`config.mk`:
```
export PLATFORM = sky130hd
export DESIGN_NAME = dual_gpio_port
export DESIGN_NICKNAME = d
export VERILOG_FILES = /design/src/gpio_share_pkg.sv /design/src/pin_sync_2ff.sv /design/src/dual_gpio_port.sv
export SDC_FILE = /design/constraint.sdc
export NUM_CORES = 1
export LEC_CHECK = 0
export BUFFER_PORTS_ARGS = -buffer_cell sky130_fd_sc_hd__buf_2
export CORE_MARGIN = 2
export CORE_UTILIZATION = 45
export CTS_BUF_LIST = sky130_fd_sc_hd__clkbuf_16
export DETAILED_ROUTE_END_ITERATION = 10
export PLACE_DENSITY = 0.86
export SLEW_MARGIN = 10
export SYNTH_ARGS = -nofsm -noshare
export SYNTH_HDL_FRONTEND = slang
export SYNTH_SLANG_ARGS = --single-unit
export TNS_END_PERCENT = 1
```
`constraint.sdc`:
```
create_clock -name i_sys_clk -period 4.4 [get_ports i_sys_clk]
set_input_delay 0.66 -clock i_sys_clk [delete_from_list [all_inputs] [get_ports i_sys_clk]]
set_output_delay 0.66 -clock i_sys_clk [all_outputs]
set_load 0.03 [all_outputs]
```
`src/gpio_share_pkg.sv`:
```
// Constants shared by the dual GPIO port and its bench; the pin synchroniser gets SYNC_W as a parameter.
// Assumes a 32-bit AXI4-Lite bus; register index times four is the byte
// address of each register.
package gpio_share_pkg;

  // Register indices (byte address is four times the index)
  localparam logic [5:0] IDX_WIDE_LATCH   = 6'h03;
  localparam logic [5:0] IDX_WIDE_DIR     = 6'h07;
  localparam logic [5:0] IDX_NARROW_LATCH = 6'h08;
  localparam logic [5:0] IDX_NARROW_DIR   = 6'h0C;
  localparam logic [5:0] IDX_WIDE_KEY     = 6'h10;
  localparam logic [5:0] IDX_NARROW_KEY   = 6'h11;
  localparam logic [5:0] IDX_TIMER_SHARE  = 6'h12;
  localparam logic [5:0] IDX_OPTICAL      = 6'h13;

  // Port widths
  localparam int WIDE_W   = 8;
  localparam int NARROW_W = 5;
  localparam int SYNC_W   = WIDE_W + NARROW_W;

  // Field positions in the narrow key register
  localparam int NKEY_IE_LSB = 0;
  localparam int NKEY_PU_LSB = 4;

  // Field positions in the timer sharing register
  localparam int TSH_CH0_LSB = 0;
  localparam int TSH_CH1_LSB = 2;
  localparam int TSH_PS_LSB  = 4;

  // Prescaler code that selects the external clock pin
  localparam logic [2:0] PS_EXT_CLOCK = 3'h7;

  // Values after reset
  localparam logic [7:0] WIDE_DIR_RST   = 8'h00;
  localparam logic [4:0] NARROW_DIR_RST = 5'h00;
  localparam logic [7:0] CTRL_RST       = 8'h00;

  // Bus responses
  localparam logic [1:0] RESP_OKAY   = 2'h0;
  localparam logic [1:0] RESP_SLVERR = 2'h2;

endpackage

```
`src/pin_sync_2ff.sv`:
```
// Two-flop synchroniser for asynchronous pin levels.
// Assumes the inputs come straight from pads with no timing relation.
`timescale 1ns/1ps
module pin_sync_2ff #(
  parameter int WIDTH = 8
) (
  // Clock
  input  wire logic             i_sys_clk,
  // Asynchronous levels in, synchronous levels out
  input  wire logic [WIDTH-1:0] i_async,
  output logic      [WIDTH-1:0] o_sync
);

  typedef struct packed {
    logic [WIDTH-1:0] meta;
    logic [WIDTH-1:0] stable;
  } sync_state_t;

  sync_state_t state_reg;
  sync_state_t state_next;

  // First stage feeds only the second stage
  always_comb begin
    state_next        = state_reg;
    state_next.meta   = i_async;
    state_next.stable = state_reg.meta;
  end

  // No reset: pin levels are meaningful only after two edges anyway
  always_ff @(posedge i_sys_clk) begin
    state_reg <= state_next;
  end

  assign o_sync = state_reg.stable;

endmodule

```
`src/dual_gpio_port.sv`:
```
// Dual GPIO port (8-bit wide port, 5-bit narrow port) with AXI4-Lite
// registers. Assumes keyboard and timer logic outside on i_sys_clk.
//
// Summary of operation
// - Wide port latches survive reset untouched
// - Wide direction one drives pin; reset clears
// - Wide read: latch if output, pin if input
// - Data writes load the latch only when lane 0 is strobed
// - Keyboard-enabled wide pins get pull-ups
// - Wide key enables turn pins into interrupts
// - Narrow port has five latch bits
// - Timer overrides narrow direction on its pins
// - Narrow direction still picks read source
// - Channel select bits claim narrow pins 2,1
// - External clock select feeds pin 0 to timer
// - Narrow pull-ups only while pin is input
// - Narrow key enables make pins 3..0 interrupts
// - Narrow direction one drives pin; reset clears
// - Narrow read: latch if output, pin if input
// - Two optical input circuit enable bits
`timescale 1ns/1ps
module dual_gpio_port
  import gpio_share_pkg::*;
#(
  parameter int ADDR_W = 8
) (
  // Clock and reset
  input  wire logic              i_sys_clk,
  input  wire logic              i_reset_n,
  // AXI4-Lite write address and data
  input  wire logic [ADDR_W-1:0] i_awaddr,
  input  wire logic              i_awvalid,
  output logic                   o_awready,
  input  wire logic [31:0]       i_wdata,
  input  wire logic [3:0]        i_wstrb,
  input  wire logic              i_wvalid,
  output logic                   o_wready,
  // AXI4-Lite write response
  output logic [1:0]             o_bresp,
  output logic                   o_bvalid,
  input  wire logic              i_bready,
  // AXI4-Lite read
  input  wire logic [ADDR_W-1:0] i_araddr,
  input  wire logic              i_arvalid,
  output logic                   o_arready,
  output logic [31:0]            o_rdata,
  output logic [1:0]             o_rresp,
  output logic                   o_rvalid,
  input  wire logic              i_rready,
  // Wide port pins
  input  wire logic [7:0]        i_wide_pin,
  output logic [7:0]             o_wide_pin,
  output logic [7:0]             o_wide_pin_oe_n,
  output logic [7:0]             o_wide_pullup_en,
  // Narrow port pins
  input  wire logic [4:0]        i_narrow_pin,
  output logic [4:0]             o_narrow_pin,
  output logic [4:0]             o_narrow_pin_oe_n,
  output logic [3:0]             o_narrow_pullup_en,
  output logic [1:0]             o_optical_enable,
  // Keyboard module side
  output logic [7:0]             o_wide_key_input,
  output logic [7:0]             o_wide_key_irq_enable,
  output logic [3:0]             o_narrow_key_input,
  output logic [3:0]             o_narrow_key_irq_enable,
  // Timer module side
  input  wire logic [1:0]        i_counter_ch_out,
  input  wire logic [1:0]        i_counter_ch_drive,
  output logic [1:0]             o_counter_ch_in,
  output logic [1:0]             o_counter_ch_in_use,
  output logic                   o_counter_ext_clock,
  output logic                   o_counter_ext_selected
);

  typedef struct packed {
    logic [7:0]  wide_latch;
    logic [7:0]  wide_dir;
    logic [4:0]  narrow_latch;
    logic [4:0]  narrow_dir;
    logic [7:0]  wide_key;
    logic [7:0]  narrow_key;
    logic [7:0]  timer_share;
    logic [1:0]  optical;
    logic        aw_held;
    logic [5:0]  aw_idx;
    logic        w_held;
    logic [7:0]  w_data;
    logic        w_lane0;
    logic        bvalid;
    logic [1:0]  bresp;
    logic        rvalid;
    logic [7:0]  rdata;
    logic [1:0]  rresp;
  } port_state_t;

  port_state_t state_reg;
  port_state_t state_next;

  logic [12:0] pin_sync;
  logic [7:0]  wide_in;
  logic [4:0]  narrow_in;
  logic [1:0]  ch_in_use;
  logic        ext_sel;
  logic [4:0]  narrow_drive;
  logic [4:0]  narrow_value;
  logic        write_go;
  logic        read_go;
  logic [5:0]  ar_idx;

  // Registered pad levels, read by the port reads and the keyboard and timer views
  pin_sync_2ff #(
    .WIDTH (SYNC_W)
  ) u_pin_sync (
    .i_sys_clk (i_sys_clk),
    .i_async   ({i_narrow_pin, i_wide_pin}),
    .o_sync    (pin_sync)
  );

  assign wide_in   = pin_sync[7:0];
  assign narrow_in = pin_sync[12:8];

  // Known offsets answer OKAY; anything else is a slave error
  function automatic logic is_mapped(input logic [5:0] idx);
    case (idx)
      IDX_WIDE_LATCH, IDX_WIDE_DIR, IDX_NARROW_LATCH, IDX_NARROW_DIR,
      IDX_WIDE_KEY, IDX_NARROW_KEY, IDX_TIMER_SHARE,
      IDX_OPTICAL: is_mapped = 1'b1;
      default:     is_mapped = 1'b0;
    endcase
  endfunction

  // Per-bit source choice for a port read
  function automatic logic [7:0] pick(input logic [7:0] dir,
                                      input logic [7:0] latch,
                                      input logic [7:0] pin);
    pick = (dir & latch) | (~dir & pin);
  endfunction

  // Timer ownership of the narrow port pins
  always_comb begin
    ch_in_use[0] = |state_reg.timer_share[TSH_CH0_LSB +: 2];
    ch_in_use[1] = |state_reg.timer_share[TSH_CH1_LSB +: 2];
    ext_sel = state_reg.timer_share[TSH_PS_LSB +: 3]
              == PS_EXT_CLOCK;
  end

  // Narrow pin drive: timer owns channel pins, ext clock pin is input
  always_comb begin
    narrow_drive = state_reg.narrow_dir;
    narrow_value = state_reg.narrow_latch;
    if (ch_in_use[0]) begin
      narrow_drive[1] = i_counter_ch_drive[0];
      narrow_value[1] = i_counter_ch_out[0];
    end
    if (ch_in_use[1]) begin
      narrow_drive[2] = i_counter_ch_drive[1];
      narrow_value[2] = i_counter_ch_out[1];
    end
    if (ext_sel) begin
      narrow_drive[0] = 1'b0;
    end
  end

  assign ar_idx    = i_araddr[7:2];
  assign o_awready = !state_reg.aw_held && !state_reg.bvalid;
  assign o_wready  = !state_reg.w_held && !state_reg.bvalid;
  assign o_arready = !state_reg.rvalid;
  assign write_go  = state_reg.aw_held && state_reg.w_held &&
                     !state_reg.bvalid;
  assign read_go   = i_arvalid && o_arready;

  // Bus slave and register file; one write and one read in flight
  always_comb begin
    state_next = state_reg;
    // Address and data may arrive in either order
    if (i_awvalid && o_awready) begin
      state_next.aw_held = 1'b1;
      state_next.aw_idx  = i_awaddr[7:2];
    end
    if (i_wvalid && o_wready) begin
      state_next.w_held  = 1'b1;
      state_next.w_data  = i_wdata[7:0];
      state_next.w_lane0 = i_wstrb[0];
    end
    if (state_reg.bvalid && i_bready) begin
      state_next.bvalid = 1'b0;
    end
    // Registers hold only lane 0; other lanes are ignored
    if (write_go) begin
      state_next.aw_held = 1'b0;
      state_next.w_held  = 1'b0;
      state_next.bvalid  = 1'b1;
      state_next.bresp   = is_mapped(state_reg.aw_idx) ?
                           RESP_OKAY : RESP_SLVERR;
      if (state_reg.w_lane0) begin
        case (state_reg.aw_idx)
          IDX_WIDE_LATCH: begin
            state_next.wide_latch = state_reg.w_data;
          end
          IDX_WIDE_DIR: begin
            state_next.wide_dir = state_reg.w_data;
          end
          IDX_NARROW_LATCH: begin
            state_next.narrow_latch = state_reg.w_data[4:0];
          end
          IDX_NARROW_DIR: begin
            state_next.narrow_dir = state_reg.w_data[4:0];
          end
          IDX_WIDE_KEY: begin
            state_next.wide_key = state_reg.w_data;
          end
          IDX_NARROW_KEY: begin
            state_next.narrow_key = state_reg.w_data;
          end
          IDX_TIMER_SHARE: begin
            state_next.timer_share = {1'b0, state_reg.w_data[6:0]};
          end
          IDX_OPTICAL: begin
            state_next.optical = state_reg.w_data[1:0];
          end
          default: begin
            state_next.optical = state_reg.optical;
          end
        endcase
      end
    end
    if (state_reg.rvalid && i_rready) begin
      state_next.rvalid = 1'b0;
    end
    // Read data is captured at the address handshake
    if (read_go) begin
      state_next.rvalid = 1'b1;
      state_next.rresp  = is_mapped(ar_idx) ? RESP_OKAY : RESP_SLVERR;
      case (ar_idx)
        IDX_WIDE_LATCH: begin
          state_next.rdata = pick(state_reg.wide_dir,
                                  state_reg.wide_latch, wide_in);
        end
        IDX_WIDE_DIR: begin
          state_next.rdata = state_reg.wide_dir;
        end
        IDX_NARROW_LATCH: begin
          state_next.rdata = pick({3'h0, state_reg.narrow_dir},
                                  {3'h0, state_reg.narrow_latch},
                                  {3'h0, narrow_in});
        end
        IDX_NARROW_DIR: begin
          state_next.rdata = {3'h0, state_reg.narrow_dir};
        end
        IDX_WIDE_KEY: begin
          state_next.rdata = state_reg.wide_key;
        end
        IDX_NARROW_KEY: begin
          state_next.rdata = state_reg.narrow_key;
        end
        IDX_TIMER_SHARE: begin
          state_next.rdata = state_reg.timer_share;
        end
        IDX_OPTICAL: begin
          state_next.rdata = {6'h00, state_reg.optical};
        end
        default: begin
          state_next.rdata = 8'h00;
        end
      endcase
    end
    // Reset leaves both data latches alone
    if (!i_reset_n) begin
      state_next             = '0;
      state_next.wide_latch   = state_reg.wide_latch;
      state_next.narrow_latch = state_reg.narrow_latch;
      state_next.wide_dir     = WIDE_DIR_RST;
      state_next.narrow_dir   = NARROW_DIR_RST;
      state_next.wide_key     = CTRL_RST;
      state_next.narrow_key   = CTRL_RST;
      state_next.timer_share  = CTRL_RST;
    end
  end

  // Single state register; synchronous reset lives in the copy above
  always_ff @(posedge i_sys_clk) begin
    state_reg <= state_next;
  end

  // Bus outputs
  assign o_bvalid = state_reg.bvalid;
  assign o_bresp  = state_reg.bresp;
  assign o_rvalid = state_reg.rvalid;
  assign o_rresp  = state_reg.rresp;
  assign o_rdata  = {24'h00_0000, state_reg.rdata};

  // Wide port pads; active-low enable while driving
  assign o_wide_pin       = state_reg.wide_latch;
  assign o_wide_pin_oe_n  = ~state_reg.wide_dir;
  assign o_wide_pullup_en = state_reg.wide_key;

  // Narrow port pads; pull-ups only where the pad is not driven
  assign o_narrow_pin       = narrow_value;
  assign o_narrow_pin_oe_n  = ~narrow_drive;
  assign o_narrow_pullup_en =
    state_reg.narrow_key[NKEY_PU_LSB +: 4] & ~narrow_drive[3:0];
  assign o_optical_enable   = state_reg.optical;

  // Keyboard module view of the pins
  assign o_wide_key_input        = wide_in;
  assign o_wide_key_irq_enable   = state_reg.wide_key;
  assign o_narrow_key_input      = narrow_in[3:0];
  assign o_narrow_key_irq_enable =
    state_reg.narrow_key[NKEY_IE_LSB +: 4];

  // Timer view of the shared pins
  assign o_counter_ch_in        = narrow_in[2:1];
  assign o_counter_ch_in_use    = ch_in_use;
  assign o_counter_ext_clock    = ext_sel & narrow_in[0];
  assign o_counter_ext_selected = ext_sel;

  // Checks of the pin and register behaviour
  AST_DIR_RESET: assert property (@(posedge i_sys_clk)
    !i_reset_n |=> (o_wide_pin_oe_n == 8'hFF) && (state_reg.narrow_dir == 5'h00))
    else $error("direction bits not cleared by reset");

  AST_LATCH_KEEP: assert property (@(posedge i_sys_clk)
    !i_reset_n |=> $stable(state_reg.wide_latch))
    else $error("wide latch changed by reset");

  AST_WIDE_READ: assert property (@(posedge i_sys_clk)
    disable iff (!i_reset_n)
    (read_go && ar_idx == IDX_WIDE_LATCH) |=> o_rvalid &&
    o_rdata[7:0] == (($past(state_reg.wide_dir) & $past(state_reg.wide_latch))
    | (~$past(state_reg.wide_dir) & $past(wide_in))))
    else $error("wide port read source wrong");

  AST_WRITE_LATCH: assert property (@(posedge i_sys_clk)
    disable iff (!i_reset_n)
    (write_go && state_reg.w_lane0 && state_reg.aw_idx == IDX_WIDE_LATCH)
    |=> o_wide_pin == $past(state_reg.w_data) && o_bvalid)
    else $error("wide latch write lost");

  AST_KEY_PULLUP: assert property (@(posedge i_sys_clk)
    disable iff (!i_reset_n)
    o_wide_key_irq_enable == o_wide_pullup_en)
    else $error("keyboard pin without pull-up");

  AST_TIMER_OWNS: assert property (@(posedge i_sys_clk)
    disable iff (!i_reset_n)
    ch_in_use[1] |-> o_narrow_pin_oe_n[2] == !i_counter_ch_drive[1])
    else $error("timer pin direction not from timer");

  AST_NARROW_READ: assert property (@(posedge i_sys_clk)
    disable iff (!i_reset_n)
    (read_go && ar_idx == IDX_NARROW_LATCH) |=> o_rdata[7:5] == 3'h0 &&
    o_rdata[4:0] == (($past(state_reg.narrow_dir) &
    $past(state_reg.narrow_latch)) | (~$past(state_reg.narrow_dir) &
    $past(narrow_in))))
    else $error("narrow port read source wrong");

  AST_PULLUP_INPUT: assert property (@(posedge i_sys_clk)
    disable iff (!i_reset_n)
    (o_narrow_pullup_en & ~o_narrow_pin_oe_n[3:0]) == 4'h0)
    else $error("pull-up on driven narrow pin");

  AST_EXT_CLOCK: assert property (@(posedge i_sys_clk)
    disable iff (!i_reset_n)
    !ext_sel |-> !o_counter_ext_clock)
    else $error("timer clock fed while not selected");

  AST_WRITE_RESP: assert property (@(posedge i_sys_clk)
    disable iff (!i_reset_n)
    write_go |=> o_bvalid [*1] ##0 !o_awready && !o_wready)
    else $error("write response missing");

endmodule

```
Word level (Yosys, flattened, before mapping)
Memory sizes are Yosys's and may differ from the RTL's. A register that Yosys moved wholly into a read port is not among the register bits.
Index checks and enable logic that the tools add are counted.

word-level totals
  flip-flop bits (word level) = 108
  memory bits (read-only) = 64
  input bits = 76
  output and inout port bits = 111
  logic and storage cells = 96
  memories kept = 2

memory list
  name              depth  width  read ports  clocked after memory_dff  wr ports  line                   RTL
  (name not given)  32     1      1           1                         0         dual_gpio_port.sv:124  case (idx)
  (name not given)  32     1      1           0                         0         dual_gpio_port.sv:124

operators by class
  equal/unequal tests = 17
  multiplexer cells = 18
  bitwise gates (word level) = 13
  reduce and logical (&&, ||, !) cells = 26

operator list
  cell                                                  count
  case mux 8 bit (8 select lines)                       1
  equality test 6 x 5 -> 1 bit (second input constant)  8
  equality test 6 x 4 -> 1 bit (second input constant)  4
  AND reduction 3 bit                                   6
  bitwise AND 8 bit                                     2
  equality test 6 x 2 -> 1 bit (second input constant)  2
  equality test 6 x 3 -> 1 bit (second input constant)  2
  2-to-1 mux 1 bit                                      11
  2-to-1 mux 11 bit                                     1
  2-to-1 mux 5 bit                                      2
  logical AND 1 bit                                     9
  bitwise AND 8 x 5 -> 8 bit                            1
  NOT 5 -> 8 bit                                        1
  NOT 8 bit                                             1
  bitwise OR 5 x 8 -> 8 bit                             1
  bitwise OR 8 bit                                      1
  AND reduction 4 bit                                   2
  OR reduction 2 bit                                    3
  bitwise AND 5 bit                                     1
  NOT 5 bit                                             1
  bitwise AND 4 bit                                     1
  logical NOT 1 bit                                     4
  2-to-1 mux 2 bit                                      2
  NOT 4 bit                                             1
  other kinds (5)                                       6

Depth between registers and ports, before layout
  word-level depth = 5
  mapped depth = 7
  gate-level depth less buffers = 5

By module
A second synthesis with hierarchy kept.

unflattened totals
  cell total of the unflattened synthesis = 488
  area total of the unflattened synthesis = 4739.5 µm²

by module, submodules not included
  module          times used  cells an instance  area an instance (µm²)  sequential area each (µm²)
  dual_gpio_port  1           462                4219.0                  1751.7
  pin_sync_2ff    1           26                 520.5                   520.5

Worst setup path after synthesis
Ideal clock, no wire load.

  path kind = input-to-output
  from = input port i_counter_ch_drive[0]
  to = output port o_narrow_pullup_en[1]
  data arrival time = 1.572 ns
  data required time = 3.740 ns
  slack = 2.168 ns
  stages = 2
  buffers on the path = 0
  path through = mux2i_1 > and2_1

between the ends
  longest elaborated chain between the ends = 3

ends and longest elaborated chain
  item               line                   RTL
  start, declared    dual_gpio_port.sv:68   input wire logic [1:0] i_counter_ch_drive,
  2-to-1 mux 1 bit   dual_gpio_port.sv:151  if (ch_in_use[0]) begin
  NOT 4 bit          dual_gpio_port.sv:301  state_reg.narrow_key[NKEY_PU_LSB +: 4] & ~narrow_drive[3:0];
  bitwise AND 4 bit  dual_gpio_port.sv:301
  end, declared      dual_gpio_port.sv:59   output logic [3:0] o_narrow_pullup_en,

Every way passes these cells.

==> impl_metrics.csv <==
group,metric,value,unit
timing,min_period_over_period,54.5,%
global_route,antenna_found_initial,0,
global_route,grt_pass1_vias,3525,
power,ir_drop,0.000199,V
floorplanning,die_x,107,microns
clocking,ctsHoldBuffers,0,
detailed_routing,wl_per_cell,16.1,microns
global_route,grt_overflow_total,0,
worst_setup_path,path_class,"in2reg",
timing,setup_viol_count_final,0,
timing,hold_viol,0,
clocking,ctsResizeCount,0,
power,switching_share,24.6,%
clocking,clockBufferDepth,2,
detailed_routing,vias,3682,
power,seqPwrFrac,50.2,%
worst_setup_path,cp-start-kind,"input port",
clocking,clock_latency,350,ps
power,clkPwrFrac,41.4,%
layout,largest_register_ffs,41,
power,power_density,392,nW/um^2
placement,dp_hpwl,8.61,mm
layout,area_growth,10.7,%
timing,fin_worst_skew,8.28,ps
worst_setup_path,cp_max_fo,38,
power,leakagePower,2.35,nW
placement,io_buffers,129,
layout,finish.net_count,650,
clocking,numCtsBuffers,9,
floorplanning,die_y,107,microns
global_route,grt_pass1_wl,17.7,mm
placement,gp_congestion,0.835,
timing,timing.fmax,0.417,GHz
clocking,cts_tree,"built",
clocking,cts_setup_buffers,0,
min_path,hold_path_class,"reg2reg",
detailed_routing,finalWirelength,11.5,mm
logic_synthesis,synth-seq-cells,107,
clocking,h-tree-depth,3,
global_route,grt_use_total,20.1,%
logic_synthesis,ys_seq_area_share,47.4,%
timing,hold-worst-slack,329,ps
floorplanning,num_rows,37,
job,max_cap_violations,0,
timing,max_slew.worst_pin.slew,682,ps
floorplanning,initial_core_util,46.4,%
logic_synthesis,synthCells,511,
floorplanning,die_area,11500,sq um
run_status,status,"completed",
layout,drive_gt1_share,28.2,%
logic_synthesis,yosysUniqueCellTypes,45,
logic_synthesis,ys.warnings.count,0,
floorplanning,core,10300,sq um
timing,grt_setup_unrepaired,"no",
worst_setup_path,critPathCaptureType,"register",
floorplanning,num_io_pins,187,
detailed_routing,first_pass_iters,5,
logic_synthesis,syn_area_per_cell,9.38,sq um
timing,min_period,2400,ps
power,switching_power,0.512,mW
timing,slew_headroom,54.3,%
logic_synthesis,synth_edf_count,13,
worst_setup_path,worstPathArrival,2680,ps
logic_synthesis,async_reset_ff_share,0,%
layout,n_fill_cell,937,
worst_setup_path,critPathRequiredTime,4680,ps
logic_synthesis,synthFlopType,"dfxtp_1",
global_route,grt_max_degree,39,
layout,n_antenna_cell,0,
logic_synthesis,synth.cell_area,4790,sq um
power,power_frac_comb,8.3,%
timing,timing.setup.tns,0,ps
detailed_routing,drt_iter0_markers,174,
clocking,cts_root_buffer,"clkbuf_16",
timing,maxSlewViolCount,0,
detailed_routing,drc,0,
clocking,clk_pin_slew,70,ps
detailed_routing,final_antenna_net_count,0,
clocking,cts_sinks,107,
detailed_routing,vias_per_cell,5.15,
power,internal-power,1.57,mW
[power by group through the flow]
stage | clock [mW] | sequential [mW] | combinational, mW
4_1_cts | 0.877 | 1.04 | 0.173
3_3_place_gp | 0 | 1.07 | 0.169
6_report | 0.862 | 1.05 | 0.173
5_1_grt | 0.908 | 1.05 | 0.188
2_1_floorplan | 0 | 1.06 | 0.155
3_5_place_dp | 0 | 1.07 | 0.173
[worst paths after layout]
check | slack (ps) | depth (start not counted) | startpoint | to
max | 2000 | 5 | i_reset_n | o_rdata[6]
min | 330 | 0 | u_pin_sync.state_next[5] | u_pin_sync.o_sync[5]
max reg2reg | 2170 | 5 | state_reg[30] | state_reg[34]
min reg2reg | 330 | 0 | u_pin_sync.state_next[5] | u_pin_sync.o_sync[5]
[layout make-up]
cell class / instances / area (sq um) / area share, %
flip-flops and latches: 107 / 2270 / 42.8
multi-input cells: 309 / 1820 / 34.3
repair buffers: 131 / 661 / 12.4
clock buffers: 9 / 225 / 4.24
well taps: 136 / 170 / 3.21
clock inverters: 7 / 97.6 / 1.84
inverters: 16 / 60.1 / 1.13
[cells by family after synthesis]
kind of cell | after synthesis | share of synthesized area, %
and+or+nand+nor | 165 | 17.8
buffers and inverters | 120 | 16.6
DFF | 107 | 47.4
AOI/OAI and AO/OA | 84 | 10.5
muxes | 34 | 7.70
other | 1 | 0.0782
[critical path, stage by stage]
cell	delay (ps)
buf_2	480
clkinv_1	590
buf_4	430
or2_2	350
o21ai_1	130
[metal layers]
| metal | vias to the layer above | track usage (%) | routed length [microns] |
|---|---|---|---|
| li1 | 1766 | - | - |
| met1 | 1731 | 23.2 | 4560 |
| met2 | 161 | 34.9 | 5810 |
| met3 | 24 | 4.62 | 838 |
| met4 | 0 | 9.74 | 335 |
| met5 | - | 0 | 0 |
[Yosys cell counts, types with 9 or more instances]
master    instances  area share, %
a21oi_1          31            3.2
o21ai_0          26            2.7
clkbuf_1          9           0.70
edfxtp_1         13            8.1
inv_1            14            1.1
mux2i_1          29            6.1
nor2_1           37            2.9
buf_4            86             13
dfxtp_1          94             39
nand2_1          60            4.7
nand3_1          27            2.8
nand2b_1          9            1.2
[metrics by stage]
step	instances	util [%]	power (mW)	cell area [sq um]	setup WS, ps
detailed placement	699	48.3	1.24	4980	1700
CTS	715	51.4	2.10	5310	2040
floorplan	536	-	1.21	4890	2170
global route	715	51.4	2.14	5310	1830
finish	715	51.4	2.08	5310	2000
global placement	699	48.3	1.23	4980	1740
[cell usage in the layout, fill, tap and decap left out, types with 9 or more instances in the layout]
cell type | synthesis | layout
o21ai_0 | 26 | 26
nand2b_1 | 9 | 9
nand2_1 | 60 | 60
mux2i_1 | 29 | 29
a21oi_1 | 31 | 31
nor2_1 | 37 | 37
nand3_1 | 27 | 27
edfxtp_1 | 13 | 13
buf_2 | 5 | 129
clkbuf_16 | 0 | 9
dfxtp_1 | 94 | 94
inv_1 | 14 | 14
conb_1 | 1 | 26
Power figures use the tool's default switching activity.
